$ cat src/shared/awc_pkg.sv
// What this block does
// - result register is 16 bits, two bytes, fed by a 10-bit converter sample.
// - all-zeros means zero, all-ones means full scale; plain unsigned values.
// - writable 16-bit low limit used by the window comparator.
// - writable 16-bit high limit used by the same comparator.
// - each limit is a byte pair: low byte at base, high byte at base plus one.
// - while accumulating, only the finished total is compared, never single samples.
// - duty select zero gives a 50 percent converter clock, needed above 1.5 MHz.
// - duty select one, the reset value, gives 25 percent high, 75 percent low.
// - tuning register: bit 0 duty select resets to one, bits 2 to 1 writable, reset zero.
//
// package of constants, types and helpers for the converter result window block
// assumes classic wishbone with 32-bit data, registers in the low byte of each word
`default_nettype none

package awc_pkg;

  // ==========================================================
  // register indices, byte address is four times the index
  localparam logic [5:0] IDX_RES_L = 6'h10;
  localparam logic [5:0] IDX_RES_H = 6'h11;
  localparam logic [5:0] IDX_WLO_L = 6'h12;
  localparam logic [5:0] IDX_WLO_H = 6'h13;
  localparam logic [5:0] IDX_WHI_L = 6'h14;
  localparam logic [5:0] IDX_WHI_H = 6'h15;
  localparam logic [5:0] IDX_TUNE  = 6'h16;
  localparam logic [5:0] IDX_CTRL  = 6'h18;
  localparam logic [5:0] IDX_STAT  = 6'h19;

  // ==========================================================
  // field layouts and reset values
  localparam logic [15:0] THR_RST       = 16'h0000;
  localparam logic [15:0] RES_RST       = 16'h0000;
  localparam logic [7:0]  TUNE_RST      = 8'h01;
  localparam logic [7:0]  TUNE_MASK     = 8'h07;
  localparam int unsigned TUNE_DUTY_BIT = 0;
  localparam logic [7:0]  CTRL_RST      = 8'h00;
  localparam logic [7:0]  CTRL_MASK     = 8'h3f;
  localparam int unsigned CTRL_ACC_LSB  = 0;
  localparam int unsigned CTRL_MODE_LSB = 3;
  localparam logic [2:0]  ACC_MAX_LOG   = 3'h6;
  localparam int unsigned STAT_HIT_BIT  = 0;
  localparam int unsigned SAMPLE_W      = 10;
  localparam int unsigned RES_W         = 16;

  // ==========================================================
  // converter clock timing
  localparam int unsigned SYS_PERIOD_NS  = 10;
  localparam int unsigned CONV_PERIOD_NS = 40;
  localparam int unsigned CONV_DIV_CYC   = CONV_PERIOD_NS / SYS_PERIOD_NS;
  localparam logic [1:0]  CONV_DIV_LAST  = 2'(CONV_DIV_CYC - 1);
  localparam logic [1:0]  CONV_HI_25     = 2'(CONV_DIV_CYC / 4);
  localparam logic [1:0]  CONV_HI_50     = 2'(CONV_DIV_CYC / 2);

  // ==========================================================
  // types
  typedef enum logic [2:0] {
    AWC_WIN_OFF     = 3'h0,
    AWC_WIN_BELOW   = 3'h1,
    AWC_WIN_ABOVE   = 3'h2,
    AWC_WIN_INSIDE  = 3'h3,
    AWC_WIN_OUTSIDE = 3'h4
  } awc_win_mode_t;

  typedef enum logic [1:0] {
    AWC_ST_FIRST = 2'b01,
    AWC_ST_SUM   = 2'b10
  } awc_acc_st_t;

  // ==========================================================
  // helpers
  // window match, unsigned compare since zero is all-zeros
  function automatic logic awc_win_match(input logic [2:0] m, input logic [15:0] r,
                                         input logic [15:0] lo, input logic [15:0] hi);
    logic below;
    logic above;
    below = (r < lo);
    above = (r > hi);
    case (m)
      AWC_WIN_BELOW:   awc_win_match = below;
      AWC_WIN_ABOVE:   awc_win_match = above;
      AWC_WIN_INSIDE:  awc_win_match = !below && !above;
      AWC_WIN_OUTSIDE: awc_win_match = below || above;
      default:         awc_win_match = 1'b0;
    endcase
  endfunction

  // number of samples per total, log2 field clamped so 64 x 1023 still fits 16 bits
  function automatic logic [6:0] awc_acc_len(input logic [2:0] l2);
    logic [2:0] l;
    l = (l2 > ACC_MAX_LOG) ? ACC_MAX_LOG : l2;
    awc_acc_len = 7'(7'h01 << l);
  endfunction

endpackage

`default_nettype wire

$ cat src/shared/awc_cmp_if.sv
// interface between the register core and the window comparator
// assumes both ends share clk_i; no clocking block
`timescale 1ns/1ps
`default_nettype none

interface awc_cmp_if;
  logic [15:0] result;
  logic [15:0] low_lim;
  logic [15:0] high_lim;
  logic [2:0]  mode;
  logic        stored;
  logic        hit;
  logic        below;
  logic        above;

  modport core (output result, output low_lim, output high_lim, output mode, output stored,
                input hit, input below, input above);
  modport cmp  (input result, input low_lim, input high_lim, input mode, input stored,
                output hit, output below, output above);
endinterface

`default_nettype wire

$ cat src/hw/awc_clkgen.sv
// converter clock divider with selectable duty cycle
// assumes duty select comes from a register on the same clock
`timescale 1ns/1ps
`default_nettype none

module awc_clkgen (
  input  wire logic clk_i,
  input  wire logic rst_i,
  input  wire logic duty_sel_i,
  output logic      conv_clk_o
);
  logic [1:0] cnt_ff;
  logic       sel_ff;
  logic       clk_ff;
  logic [1:0] nxt_cnt;
  logic       nxt_sel;

  // ==========================================================
  // divider; duty is latched per period so no runt pulses on a change
  always_comb begin
    nxt_cnt = (cnt_ff == awc_pkg::CONV_DIV_LAST) ? 2'h0 : 2'(cnt_ff + 2'h1);
    nxt_sel = (cnt_ff == awc_pkg::CONV_DIV_LAST) ? duty_sel_i : sel_ff;
  end

  always_ff @(posedge clk_i) begin
    if (rst_i) begin
      cnt_ff <= awc_pkg::CONV_DIV_LAST;
      sel_ff <= awc_pkg::TUNE_RST[awc_pkg::TUNE_DUTY_BIT];
      clk_ff <= 1'b0;
    end else begin
      cnt_ff <= nxt_cnt;
      sel_ff <= nxt_sel;
      clk_ff <= nxt_cnt < (nxt_sel ? awc_pkg::CONV_HI_25 : awc_pkg::CONV_HI_50);
    end
  end

  assign conv_clk_o = clk_ff;
endmodule

`default_nettype wire

$ cat src/hw/awc_window.sv
// window comparator on stored results
// assumes stored pulses only when a new result or finished total is written
`timescale 1ns/1ps
`default_nettype none

module awc_window (
  input  wire logic clk_i,
  input  wire logic rst_i,
  awc_cmp_if.cmp    cmp
);
  logic hit_ff;
  logic below_ff;
  logic above_ff;

  // ==========================================================
  // evaluate once per stored value with the live limits
  always_ff @(posedge clk_i) begin
    if (rst_i) begin
      hit_ff   <= 1'b0;
      below_ff <= 1'b0;
      above_ff <= 1'b0;
    end else if (cmp.stored) begin
      hit_ff   <= awc_pkg::awc_win_match(cmp.mode, cmp.result, cmp.low_lim, cmp.high_lim);
      below_ff <= cmp.result < cmp.low_lim;
      above_ff <= cmp.result > cmp.high_lim;
    end else begin
      hit_ff   <= 1'b0;
    end
  end

  assign cmp.hit   = hit_ff;
  assign cmp.below = below_ff;
  assign cmp.above = above_ff;
endmodule

`default_nettype wire

$ cat src/hw/awc_top.sv
// converter result register, accumulation and window limits behind a wishbone slave
// assumes sample_valid_i and sample_data_i come from logic on clk_i
//
// Chosen here: register access over Wishbone.
`timescale 1ns/1ps
`default_nettype none

module awc_top (
  input  wire logic        clk_i,
  input  wire logic        rst_i,
  input  wire logic        wb_cyc_i,
  input  wire logic        wb_stb_i,
  input  wire logic        wb_we_i,
  input  wire logic [7:0]  wb_adr_i,
  input  wire logic [3:0]  wb_sel_i,
  input  wire logic [31:0] wb_dat_i,
  output logic      [31:0] wb_dat_o,
  output logic             wb_ack_o,
  input  wire logic        sample_valid_i,
  input  wire logic [9:0]  sample_data_i,
  output logic             converter_clock_o,
  output logic             window_event_o
);

  // ==========================================================
  // declarations
  awc_cmp_if cmp_bus ();

  logic                  ack_ff;
  logic [31:0]           rdat_ff;
  logic [7:0]            nxt_rbyte;
  logic [15:0]           wlo_ff;
  logic [15:0]           whi_ff;
  logic [15:0]           res_ff;
  logic [15:0]           acc_ff;
  logic [7:0]            tune_ff;
  logic [7:0]            ctrl_ff;
  logic                  hit_ff;
  logic                  stored_ff;
  logic [6:0]            cnt_ff;
  awc_pkg::awc_acc_st_t  st_ff;
  logic                  req;
  logic                  wr_en;
  logic [5:0]            idx;
  logic                  ctrl_wr;
  logic [6:0]            acc_len;
  logic [15:0]           samp_ext;
  logic [15:0]           nxt_sum;
  logic [6:0]            nxt_cnt;
  logic                  store_now;

  // ==========================================================
  // bus decode
  // writes land on the ack edge, when the master is sure to sample ack
  assign req     = wb_cyc_i && wb_stb_i;
  assign idx     = wb_adr_i[7:2];
  assign wr_en   = req && wb_we_i && wb_sel_i[0] && ack_ff;
  assign ctrl_wr = wr_en && (idx == awc_pkg::IDX_CTRL);

  // one ack per request, dropped the cycle after
  always_ff @(posedge clk_i) begin
    if (rst_i) begin
      ack_ff <= 1'b0;
    end else begin
      ack_ff <= req && !ack_ff;
    end
  end

  assign wb_ack_o = ack_ff;

  // read byte select; unmapped and reserved indices read zero
  always_comb begin
    case (idx)
      awc_pkg::IDX_RES_L: nxt_rbyte = res_ff[7:0];
      awc_pkg::IDX_RES_H: nxt_rbyte = res_ff[15:8];
      awc_pkg::IDX_WLO_L: nxt_rbyte = wlo_ff[7:0];
      awc_pkg::IDX_WLO_H: nxt_rbyte = wlo_ff[15:8];
      awc_pkg::IDX_WHI_L: nxt_rbyte = whi_ff[7:0];
      awc_pkg::IDX_WHI_H: nxt_rbyte = whi_ff[15:8];
      awc_pkg::IDX_TUNE:  nxt_rbyte = tune_ff;
      awc_pkg::IDX_CTRL:  nxt_rbyte = ctrl_ff;
      awc_pkg::IDX_STAT:  nxt_rbyte = {5'h00, cmp_bus.above, cmp_bus.below, hit_ff};
      default:            nxt_rbyte = 8'h00;
    endcase
  end

  // read data captured with ack so it stands while ack is high
  always_ff @(posedge clk_i) begin
    if (rst_i) begin
      rdat_ff <= 32'h0000_0000;
    end else if (req && !ack_ff) begin
      rdat_ff <= {24'h00_0000, nxt_rbyte};
    end
  end

  assign wb_dat_o = rdat_ff;

  // ==========================================================
  // limit registers, each byte written on its own
  always_ff @(posedge clk_i) begin
    if (rst_i) begin
      wlo_ff <= awc_pkg::THR_RST;
    end else if (wr_en && idx == awc_pkg::IDX_WLO_L) begin
      wlo_ff[7:0] <= wb_dat_i[7:0];
    end else if (wr_en && idx == awc_pkg::IDX_WLO_H) begin
      wlo_ff[15:8] <= wb_dat_i[7:0];
    end
  end

  always_ff @(posedge clk_i) begin
    if (rst_i) begin
      whi_ff <= awc_pkg::THR_RST;
    end else if (wr_en && idx == awc_pkg::IDX_WHI_L) begin
      whi_ff[7:0] <= wb_dat_i[7:0];
    end else if (wr_en && idx == awc_pkg::IDX_WHI_H) begin
      whi_ff[15:8] <= wb_dat_i[7:0];
    end
  end

  // ==========================================================
  // tuning and control
  // bits above 2 are not stored, so they read zero
  always_ff @(posedge clk_i) begin
    if (rst_i) begin
      tune_ff <= awc_pkg::TUNE_RST;
    end else if (wr_en && idx == awc_pkg::IDX_TUNE) begin
      tune_ff <= wb_dat_i[7:0] & awc_pkg::TUNE_MASK;
    end
  end

  always_ff @(posedge clk_i) begin
    if (rst_i) begin
      ctrl_ff <= awc_pkg::CTRL_RST;
    end else if (ctrl_wr) begin
      ctrl_ff <= wb_dat_i[7:0] & awc_pkg::CTRL_MASK;
    end
  end

  // ==========================================================
  // accumulation
  // a control write restarts the group; a partial total is dropped, not stored
  assign acc_len  = awc_pkg::awc_acc_len(ctrl_ff[awc_pkg::CTRL_ACC_LSB +: 3]);
  assign samp_ext = {6'h00, sample_data_i};
  assign nxt_sum  = 16'(acc_ff + samp_ext);
  assign nxt_cnt  = 7'(cnt_ff + 7'h01);
  assign store_now = sample_valid_i && !ctrl_wr &&
                     (((st_ff == awc_pkg::AWC_ST_FIRST) && (acc_len == 7'h01)) ||
                      ((st_ff == awc_pkg::AWC_ST_SUM) && (nxt_cnt == acc_len)));

  always_ff @(posedge clk_i) begin
    if (rst_i || ctrl_wr) begin
      st_ff  <= awc_pkg::AWC_ST_FIRST;
      acc_ff <= 16'h0000;
      cnt_ff <= 7'h00;
    end else begin
      case (st_ff)
        awc_pkg::AWC_ST_FIRST: begin
          if (sample_valid_i && acc_len != 7'h01) begin
            acc_ff <= samp_ext;
            cnt_ff <= 7'h01;
            st_ff  <= awc_pkg::AWC_ST_SUM;
          end
        end
        awc_pkg::AWC_ST_SUM: begin
          if (sample_valid_i) begin
            acc_ff <= nxt_sum;
            cnt_ff <= nxt_cnt;
            if (nxt_cnt == acc_len) begin
              st_ff <= awc_pkg::AWC_ST_FIRST;
            end
          end
        end
        default: begin
          st_ff <= awc_pkg::AWC_ST_FIRST;
        end
      endcase
    end
  end

  // result register and its one-cycle stored strobe
  always_ff @(posedge clk_i) begin
    if (rst_i) begin
      res_ff    <= awc_pkg::RES_RST;
      stored_ff <= 1'b0;
    end else begin
      stored_ff <= store_now;
      if (store_now) begin
        res_ff <= (st_ff == awc_pkg::AWC_ST_FIRST) ? samp_ext : nxt_sum;
      end
    end
  end

  // ==========================================================
  // comparator hookup and sticky hit flag
  assign cmp_bus.result   = res_ff;
  assign cmp_bus.low_lim  = wlo_ff;
  assign cmp_bus.high_lim = whi_ff;
  assign cmp_bus.mode     = ctrl_ff[awc_pkg::CTRL_MODE_LSB +: 3];
  assign cmp_bus.stored   = stored_ff;

  awc_window u_window (
    .clk_i (clk_i),
    .rst_i (rst_i),
    .cmp   (cmp_bus)
  );

  // write one to clear; a hit in the same cycle wins
  always_ff @(posedge clk_i) begin
    if (rst_i) begin
      hit_ff <= 1'b0;
    end else if (cmp_bus.hit) begin
      hit_ff <= 1'b1;
    end else if (wr_en && idx == awc_pkg::IDX_STAT && wb_dat_i[awc_pkg::STAT_HIT_BIT]) begin
      hit_ff <= 1'b0;
    end
  end

  assign window_event_o = cmp_bus.hit;

  // ==========================================================
  // converter clock
  awc_clkgen u_clkgen (
    .clk_i      (clk_i),
    .rst_i      (rst_i),
    .duty_sel_i (tune_ff[awc_pkg::TUNE_DUTY_BIT]),
    .conv_clk_o (converter_clock_o)
  );
endmodule

`default_nettype wire

$ cat config.mk
export PLATFORM = sky130hd
export DESIGN_NAME = awc_top
export DESIGN_NICKNAME = d
export VERILOG_FILES = /design/src/shared/awc_pkg.sv /design/src/shared/awc_cmp_if.sv /design/src/hw/awc_clkgen.sv /design/src/hw/awc_window.sv /design/src/hw/awc_top.sv
export SDC_FILE = /design/constraint.sdc
export NUM_CORES = 1
export LEC_CHECK = 0
export BUFFER_PORTS_ARGS = -buffer_cell sky130_fd_sc_hd__buf_4
export CORE_MARGIN = 3
export CORE_UTILIZATION = 52
export CTS_CLUSTER_SIZE = 30
export DETAILED_ROUTE_END_ITERATION = 8
export HOLD_SLACK_MARGIN = 0.03
export PLACE_DENSITY = 0.77
export SLEW_MARGIN = 5
export SYNTH_ARGS = -nofsm -noshare
export SYNTH_HDL_FRONTEND = slang
export SYNTH_SLANG_ARGS = --single-unit
$ cat constraint.sdc
create_clock -name clk_i -period 2.4 [get_ports clk_i]
set_input_delay 0.48 -clock clk_i [delete_from_list [all_inputs] [get_ports clk_i]]
set_output_delay 0.48 -clock clk_i [all_outputs]
set_load 0.03 [all_outputs]
==> Word-level counts from Yosys, hierarchy flattened <==
Index checks and enable logic that the tools add are counted.
{ "totals": {"wordCells": 105, "reg_bits": 100, "inputBits": 60, "out_inout_bits": 35} }
{ "op_classes": {"muxes": 19, "eq_ne": 22, "bitwise_logic": 3, "magnitude_cmp": 4, "n_reduce_logical": 33, "addsub": 3, "shift": 1} }
{ "ops": {"columns": ["operator", "n"], "rows": [
  ["8-bit one-hot mux with 9 select lines", 1],
  ["6-bit by 5-bit == test with 1-bit output (second input constant)", 9],
  ["16-bit two-way mux", 3],
  ["16-bit one-hot mux with 2 select lines", 1],
  ["1-bit logical AND", 19],
  ["16-bit by 10-bit adder with 16-bit output", 1],
  ["16-bit greater-than comparator", 1],
  ["16-bit < comparator", 1],
  ["7-bit two-way mux", 2],
  ["7-bit one-hot mux with 2 select lines", 1],
  ["2-bit two-way mux", 5],
  ["7-bit by 1-bit adder with 7-bit output (second input constant)", 1],
  ["7-bit by 1-bit == test with 1-bit output (second input constant)", 1],
  ["7-bit == test", 1],
  ["7-bit by 1-bit != test with 1-bit output (second input constant)", 1],
  ["1-bit by 3-bit << shifter with 7-bit output (first input constant)", 1],
  ["3-bit by 2-bit == test with 1-bit output (second input constant)", 2],
  ["3-bit AND reduction", 2],
  ["2-bit == test (second input constant)", 2],
  ["1-bit zero test", 4],
  ["2-bit by 1-bit != test with 1-bit output (second input constant)", 2],
  ["1-bit one-hot mux with 4 select lines", 1],
  ["2-bit one-hot mux with 2 select lines", 1],
  ["2-bit AND reduction", 2],
  ["other kinds (13)", 20]
]} }

==> Longest topological paths before layout <==
Gate-level depths: netlist of the first run.
{ "depth": {"ltp_word": 8, "depth_mapped": 10, "mapped_depth_nobuf": 10} }

==> Modules after synthesis <==
Synthesis of the first run repeated with hierarchy kept, for this count alone.
{ "hier_totals": {"cells_unflattened": 760, "hier_area_um2": 6261.0} }
{ "by_module_without_submodules": {"columns": ["module", "area_each_um2", "n_inst", "seq_area_each_um2", "cells_each"], "rows": [
  ["awc_top", 5144.9, 1, 1861.8, 620],
  ["awc_window", 952.2, 1, 60.1, 126],
  ["awc_clkgen", 163.9, 1, 80.1, 14]
]} }

==> Worst setup path after synthesis of the first run <==
Ideal clock, no wire load.
{ "synth_path": {"path_type": "register -> register", "start": "register cnt_ff[1]", "end": "register res_ff[5] (netlist: cmp_bus.result[5])", "setup_time_ns": 0.130, "path_buffers": 0, "stages_incl_launch_ff": 9, "arrival_time_ns": 2.517, "setup_slack_ns": -0.247, "synth_period_minus_slack_ns": 2.647, "path_cell_list": "dfxtp_1 -> ha_1 -> nand3_2 -> or3_4 -> a2111o_1 -> a311o_1 -> o21a_4 -> a2111oi_4 -> nor3_1"} }
{ "synth_via": {"elab_chain_len": 5} }
{ "synth_rtl": {"columns": ["element", "line", "rtl"], "rows": [
  ["from (decl)", "awc_top.sv:40", "logic [6:0] cnt_ff;"],
  ["from (signal assigned)", "awc_top.sv:167", "cnt_ff <= nxt_cnt;"],
  ["7-bit by 1-bit adder with 7-bit output", "awc_top.sv:145", "assign nxt_cnt = 7'(cnt_ff + 7'h01);"],
  ["7-bit == test", "awc_top.sv:148", "((st_ff == awc_pkg::AWC_ST_SUM) && (nxt_cnt == acc_len)));"],
  ["1-bit logical AND", "awc_top.sv:148", null],
  ["1-bit logical OR", "awc_top.sv:147", "(((st_ff == awc_pkg::AWC_ST_FIRST) && (acc_len == 7'h01)) ||"],
  ["1-bit logical AND", "awc_top.sv:146", "assign store_now = sample_valid_i && !ctrl_wr &&"],
  ["to (signal assigned)", "awc_top.sv:183", "res_ff <= awc_pkg::RES_RST;"],
  ["to (signal assigned)", "awc_top.sv:188", "res_ff <= (st_ff == awc_pkg::AWC_ST_FIRST) ? samp_ext : nxt_sum;"],
  ["to (decl)", "awc_top.sv:34", "logic [15:0] res_ff;"]
]} }
No other way between the ends.
A chain may end at the register's enable or synchronous reset.

==> Final worst setup path of the first run <==
{ "layout_path": {"start": "register cnt_ff[1]", "end": "register res_ff[8] (netlist: cmp_bus.result[8])"} }
The elaborated chain is that of the path after synthesis.

==> flow_summary_export.csv, run 1 <==
group,metric,value,unit
outcome,status,"finished, violations left",
outcome,violations,"setup timing",
global_routing,grt_busiest_layer,"met2",
power,cellPowerDensity,501,nW/µm²
floorplanning,fp.dieArea,13500,µm²
clock_tree,path_clk_slew,70,ps
setup_path,crit_path_top_delay_cell,"a2111o_1",
yosys,synth_ff_type,"dfxtp_1",
clock_tree,htreeDepth,3,
yosys,yosys.area_share.simple,19.3,%
cells_and_area,final_cell_area,7630,µm²
yosys,synth-seq-cells,100,
cells_and_area,final_util,65.4,%
sta,fmax,411,MHz
power,vdd_drop_max,0.459,mV
hold_path,hold_start,"wb_dat_i[7]",
placement,dpl_cell_area,7070,µm²
cells_and_area,multiInputGateArea,4050,µm²
sta,finalSetupViolCount,5,
floorplanning,initial_utilization,54.1,%
yosys,postSynthCellCount,773,
cells_and_area,final_common_cell,"buf_4",
setup_path,slowest_delay,380,ps
placement,port_buffers,41,
yosys,synth_area_leader_cell,"dfxtp_1",
setup_path,cp-start-kind,"flip-flop",
power,power_leakage,3.14,nW
run,drv_cap,0,
yosys,synth_top_family_by_area,"compound AO/OA/AOI/OAI gates",
setup_path,cp-end-kind,"flip-flop",
yosys,synth.cell_area,6310,µm²
setup_path,timing_worst_setup_path_type,"flip-flop to flip-flop",
yosys,synth_cell_types,70,
floorplanning,rows,39,
global_routing,grt.overflow.total,0,
routing,drt_iter0_drc,489,
global_routing,grtUsageMet1,31.2,%
clock_tree,numCtsBuffers,9,
placement,place.gp.congestion,0.968,
sta,worst_pin_slew,667,ps
cells_and_area,fillers,955,
global_routing,grtUsageMet3,4.92,%
routing,drt-wirelength-per-cell,17.6,µm
floorplanning,die_y,116,µm
routing,finalWirelength,17600,µm
global_routing,grt_pass1_wl,27600,µm
setup_path,worstSetupStartpoint,"cnt_ff[1]",
floorplanning,ios,95,
setup_path,r2r_start,"cnt_ff[1]",
global_routing,grt_pass1_vias,5801,
yosys,synthXorXnorAreaFrac,2.44,%
setup_path,path_max_fanout,8,
placement,hpwlAfterDp,12800,µm
clock_tree,cts_buffer_depth,2,
cells_and_area,n_antenna_cell,0,
clock_tree,cts_tree,"done",
global_routing,gr-usage-all-layers,25.9,%
cells_and_area,final_cell_mix,"107 x buf_4, 87 x dfxtp_1, 78 x nand2_1, 76 x a21oi_1, 74 x nor2_1",
cells_and_area,nNetsFinal,956,
yosys,synth_compound_area_share,20.7,%
yosys,yosysTopAreaCellShare,31.7,%
yosys,synthMuxAreaShare,8.56,%
yosys,async_flop_share,0,%
sta,hold_viol,0,
sta,finalClockSkew,9.33,ps
hold_path,holdCritPathClass,"input pin to flip-flop",
setup_path,worstPathArrival,2650,ps
cells_and_area,fin_cells,999,
routing,drt_drc_violations_left,0,
clock_tree,clock_sinks,100,
sta,rsz0062_at_grt,"true",
cells_and_area,regArea,2020,µm²
global_routing,grt_use_met2,44.9,%
yosys,synthAdderAreaFrac,9.04,%
sta,fin_crit,2440,ps
yosys,seq_area_frac_synth,31.7,%
yosys,ys_top_cells_by_area,"dfxtp_1 32%, ha_1 8.7%, a21oi_1 6.3%, mux2i_1 5.7%, nand2_1 4.7%",
sta,relSlewSlack,55.3,%
clock_tree,insertion_delay,360,ps
yosys,synth_edf_count,0,
routing,vias,6081,
setup_path,required,2620,ps
clock_tree,cts_hold_buf,0,
clock_tree,root_buffer,"clkbuf_16",
sta,final_max_slew_viol_count,0,
cells_and_area,syn_to_final_growth,20.8,%
global_routing,grt_start_max_net_pins,48,
routing,drtAntennaViolNets,0,
routing,vias_per_cell,6.09,
placement,dp.cells,978,
sta,tns,-74.7,ps
routing,drt_pass1_iterations,5,
yosys,avgSynthCellArea,8.17,µm²
floorplanning,die_w,116,µm
setup_path,crit_chain,"ha_4 -> nand3_4 -> or3_4 -> a2111o_1 -> a311o_1 -> o21a_4 -> nor2_4 -> a311oi_2",
yosys,ys_warn_count,0,
sta,finalCritPeriodShare,101,%
sta,setup_slack,-35.7,ps
cells_and_area,drive_gt1_share,21.6,%
global_routing,antenna_found_initial,0,
power,power,3.82,mW
floorplanning,core_area,11700,µm²
## power by group
part | total, mW | internal, mW | switching [mW]
Combinational | 0.479 | 0.197 | 0.282
Clock | 1.64 | 0.975 | 0.667
Sequential | 1.70 | 1.68 | 0.0206
Total | 3.82 | 2.85 | 0.970
## through the flow
| stage | setup WS [ps] | hold WS (ps) |
|---|---|---|
| 6_report | -35.7 | 402 |
| 3_5_place_dp | -170 | 450 |
| 4_1_cts | -36.0 | 396 |
| 3_3_place_gp | -75.2 | 442 |
| 2_1_floorplan | 104 | 432 |
| 5_1_grt | -114 | 418 |
## sequential cells by signal (all words and copies together) (netlist names), 3 cells and up
name / count
acc_ff: 16
cmp_bus.high_lim: 16
cmp_bus.low_lim: 16
cmp_bus.result: 16
cnt_ff: 7
ctrl_ff: 6
tune_ff: 3
wb_dat_o: 8
## cell type report
type | instances | share of cell area [%]
inverters | 43 | 2.12
multi-input cells | 586 | 53.1
clock inverters | 5 | 1.08
well taps | 143 | 2.35
flip-flops and latches | 100 | 26.5
clock buffers | 11 | 3.31
repair buffers | 111 | 11.6
## what timing repair did
item	CTS	global route
buffers inserted	3	2
resized for setup	8	38
setup endpoints to repair	13	29
pin swaps	7	12
## critical path: cells and delay by family (launching register included)
kind | cells | cell delay (ps)
adder cells (fa/ha/maj) | 1 | 150
AND/OR/NAND/NOR | 3 | 650
flip-flops | 1 | 360
AO/OA/AOI/OAI | 4 | 1130
## synth_stat cells, types with 7 or more instances
| cell type | count |
|---|---|
| a22oi_1 | 15 |
| a211oi_1 | 17 |
| xor2_1 | 9 |
| nand2_1 | 79 |
| a21oi_1 | 80 |
| o211ai_1 | 7 |
| dfxtp_1 | 100 |
| nand3_1 | 21 |
| mux2i_1 | 36 |
| nor2_1 | 74 |
| buf_4 | 24 |
| nor2b_1 | 7 |
| mux4_2 | 8 |
| ha_1 | 44 |
| clkbuf_1 | 35 |
| o21ai_0 | 40 |
| nand4_1 | 7 |
| inv_1 | 43 |
| nor3_1 | 16 |
## logic make-up after synthesis
group,Yosys count
AOI/OAI and AO/OA,203
xor gates and xnor gates,16
adders and majority gates,45
buffers and inverters,110
DFF,100
muxes,44
other,1
and+or+nand+nor,254
## final timing paths
path | to | slack [ps] | cells after the start
min | cmp_bus.low_lim[7] | 400 | 3
max reg2reg | cmp_bus.result[8] | -40 | 8
max | cmp_bus.result[8] | -40 | 8
min reg2reg | cmp_bus.high_lim[3] | 460 | 2
## routing by layer
metal	wire length, µm	up-vias
li1	-	2868
met1	7130	2903
met2	8740	262
met3	1170	48
met4	572	0
met5	0	-
No activity file was read; power rests on OpenSTA's default activity.
==> run 2: changes to the inputs <==
--- a/config.mk
+++ b/config.mk
@@ -15,4 +15,5 @@
 export SLEW_MARGIN = 5
 export SYNTH_ARGS = -nofsm -noshare
 export SYNTH_HDL_FRONTEND = slang
+export SYNTH_HIERARCHICAL = 1
 export SYNTH_SLANG_ARGS = --single-unit
==> flow_summary_export.csv, run 2 <==
group,metric,value,unit
yosys,synth_common_cells,"100 x dfxtp_1, 84 x nand2_1, 78 x nor2_1",
placement,dp_slack,-243,ps
hold_path,hold_path_depth,3,
floorplanning,ios,95,
routing,drt_pass1_iterations,5,
sta,worst_pin_slew,629,ps
outcome,status,"finished, final reports clean",
setup_path,timing_worst_setup_path_type,"flip-flop to flip-flop",
routing,finalWirelength,17300,µm
cells_and_area,final_cell_area,7470,µm²
cells_and_area,multiInputGateArea,3920,µm²
floorplanning,core_area,11600,µm²
floorplanning,die_w,116,µm
sta,finalCritPeriodShare,98.7,%
placement,dpl_cell_area,7140,µm²
clock_tree,cts_hold_buf,0,
sta,finalClockSkew,11.3,ps
sta,finalSetupViolCount,0,
floorplanning,rows,39,
setup_path,required,2640,ps
clock_tree,clock_sinks,100,
yosys,seq_area_frac_synth,32.0,%
clock_tree,cts_buffer_depth,2,
global_routing,grt_pass1_wl,28200,µm
yosys,synth_edf_count,0,
setup_path,crit_path_top_delay_cell,"or4_4",
global_routing,grt.overflow.total,0,
clock_tree,cts_tree,"done",
sta,fmax,422,MHz
routing,routed.top_layer,"met4",
cells_and_area,n_antenna_cell,0,
routing,wl_met2,8550,µm
yosys,yosysTopAreaCellShare,32.0,%
global_routing,gr-usage-all-layers,26.4,%
setup_path,r2r_setup_slack,30,ps
sta,rsz0062_at_grt,"true",
setup_path,timing.rr.end,"cmp_bus.result[9]",
hold_path,min_to,"cmp_bus.high_lim[14]",
power,power,3.54,mW
setup_path,r2r_start,"cnt_ff[5]",
sta,relSlewSlack,57.8,%
sta,fin_crit,2370,ps
global_routing,grt_pass1_vias,5830,
global_routing,antenna_found_initial,0,
routing,vias,5993,
yosys,async_flop_share,0,%
floorplanning,fp.dieArea,13400,µm²
routing,drt-wirelength-per-cell,17.3,µm
clock_tree,htreeDepth,3,
clock_tree,path_clk_slew,60,ps
routing,routed-wl-met3,1130,µm
setup_path,cp-start-kind,"flip-flop",
cells_and_area,drive_gt1_share,19.7,%
placement,place.gp.congestion,0.942,
setup_path,worstPathArrival,2610,ps
routing,drt-met1-wl,7130,µm
hold_path,hold_start,"wb_dat_i[6]",
yosys,synth-seq-cells,100,
yosys,synth.cell_area,6260,µm²
clock_tree,numCtsBuffers,9,
cells_and_area,syn_to_final_growth,19.3,%
sta,setup_slack,30.4,ps
yosys,ys_warn_count,6,
placement,hpwlAfterDp,13100,µm
power,cellPowerDensity,474,nW/µm²
cells_and_area,fillers,995,
run,drv_cap,0,
floorplanning,die_y,116,µm
power,power_leakage,3.01,nW
sta,final_max_slew_viol_count,0,
cells_and_area,nNetsFinal,958,
yosys,ys_top_cells_by_area,"dfxtp_1 32%, ha_1 8.8%, a21oi_1 5.3%, mux2i_1 5.3%, nand2_1 5.0%",
floorplanning,initial_utilization,53.9,%
routing,drtAntennaViolNets,0,
yosys,synth_cell_types,71,
setup_path,crit_chain,"or3b_1 -> a211o_1 -> a211oi_2 -> a21oi_2 -> or4_4 -> o21ai_4 -> mux2_4",
global_routing,grt_start_max_net_pins,38,
clock_tree,root_buffer,"clkbuf_16",
routing,drt_iter0_drc,465,
routing,vias_per_cell,5.99,
setup_path,cp-end-kind,"flip-flop",
sta,hold_viol,0,
clock_tree,insertion_delay,360,ps
setup_path,path_max_fanout,5,
cells_and_area,final_common_cell,"buf_4",
cells_and_area,regArea,2010,µm²
setup_path,rr_worst_depth,7,
cells_and_area,final_util,64.3,%
cells_and_area,final_cell_mix,"116 x buf_4, 95 x dfxtp_1, 84 x nand2_1, 78 x nor2_1, 64 x a21oi_1",
yosys,avgSynthCellArea,8.24,µm²
sta,whs,408,ps
yosys,yosysMostFrequentCell,"dfxtp_1",
yosys,synth_ff_type,"dfxtp_1",
yosys,synth_area_leader_cell,"dfxtp_1",
routing,drt_drc_violations_left,0,
hold_path,holdCritPathClass,"input pin to flip-flop",
placement,port_buffers,41,
power,vdd_drop_max,0.374,mV
setup_path,slowest_delay,460,ps
yosys,postSynthCellCount,760,
==> run 2: cell count changes after synthesis, moves of 4 or more <==
cell and delta:
o32ai_1 +5, a21oi_1 -14, nor2_1 +4, o21ai_0 -17, nand2_1 +5, buf_2 -4, clkbuf_1 -8, nand3_1 -6
inv_1 +5, xnor2_1 +7
==> run 2: worst max-delay path, delay by kind of cell, from the launching register on <==
family	cells	cell delay (ps)
and+or+nand+nor	2	810
DFF	1	360
AOI/OAI and AO/OA	4	770
muxes	1	320
==> run 2: final cells by class <==
cell class / count / area share, %
Sequential cell: 100 / 26.9
Multi-Input combinational cell: 576 / 52.4
Timing Repair Buffer: 118 / 12.1
Clock inverter: 1 / 0.0670
Inverter: 48 / 2.41
Tap cell: 143 / 2.39
Clock buffer: 15 / 3.72
==> run 2: logic make-up (layout without fill, tap and decap cells) <==
group,count (synthesis),count (layout),synth area share (%)
AO/OA/AOI/OAI,189,189,20.3
XOR/XNOR,19,19,2.66
adder cells (fa/ha/maj),45,45,9.11
buffers and inverters,107,182,8.05
flip-flops,100,100,32.0
multiplexers,42,42,8.15
other,1,24,0.0599
AND/OR/NAND/NOR,257,257,19.7
==> run 2: layer usage <==
| metal | up-vias | GRT usage (%) |
|---|---|---|
| met2 | 241 | 46.5 |
| met1 | 2844 | 32.3 |
| li1 | 2871 | - |
| met5 | - | 0 |
| met4 | 0 | 10.2 |
| met3 | 37 | 4.60 |
==> run 2: where the power goes <==
part           internal (mW)  switching (mW)
clock                  0.788           0.613
combinational          0.177           0.259
sequential              1.68          0.0228
==> run 2: how the worst max path moves through the flow <==
stage,from,to,cells past startpoint
after floorplan,cnt_ff[5],cmp_bus.result[6],8
after global placement,sample_data_i[0],cmp_bus.result[12],12
after detailed placement,sample_data_i[0],cmp_bus.result[6],11
after CTS,ctrl_ff[1],cmp_bus.result[9],7
after global routing,cnt_ff[1],cmp_bus.result[9],8
final,cnt_ff[5],cmp_bus.result[9],7
==> run 2: metrics by stage <==
step,std cells,setup TNS [ps]
2_1_floorplan,783,0
3_3_place_gp,984,-1390
6_report,1001,0
4_1_cts,1000,0
5_1_grt,1001,-405
3_5_place_dp,984,-2310
==> run 2: timing repair <==
| action | 4_1_cts | 5_1_grt |
|---|---|---|
| pin swaps | 1 | 2 |
| buffers inserted | 0 | 1 |
| setup endpoints to repair | 6 | 29 |
| resized for setup | 3 | 9 |
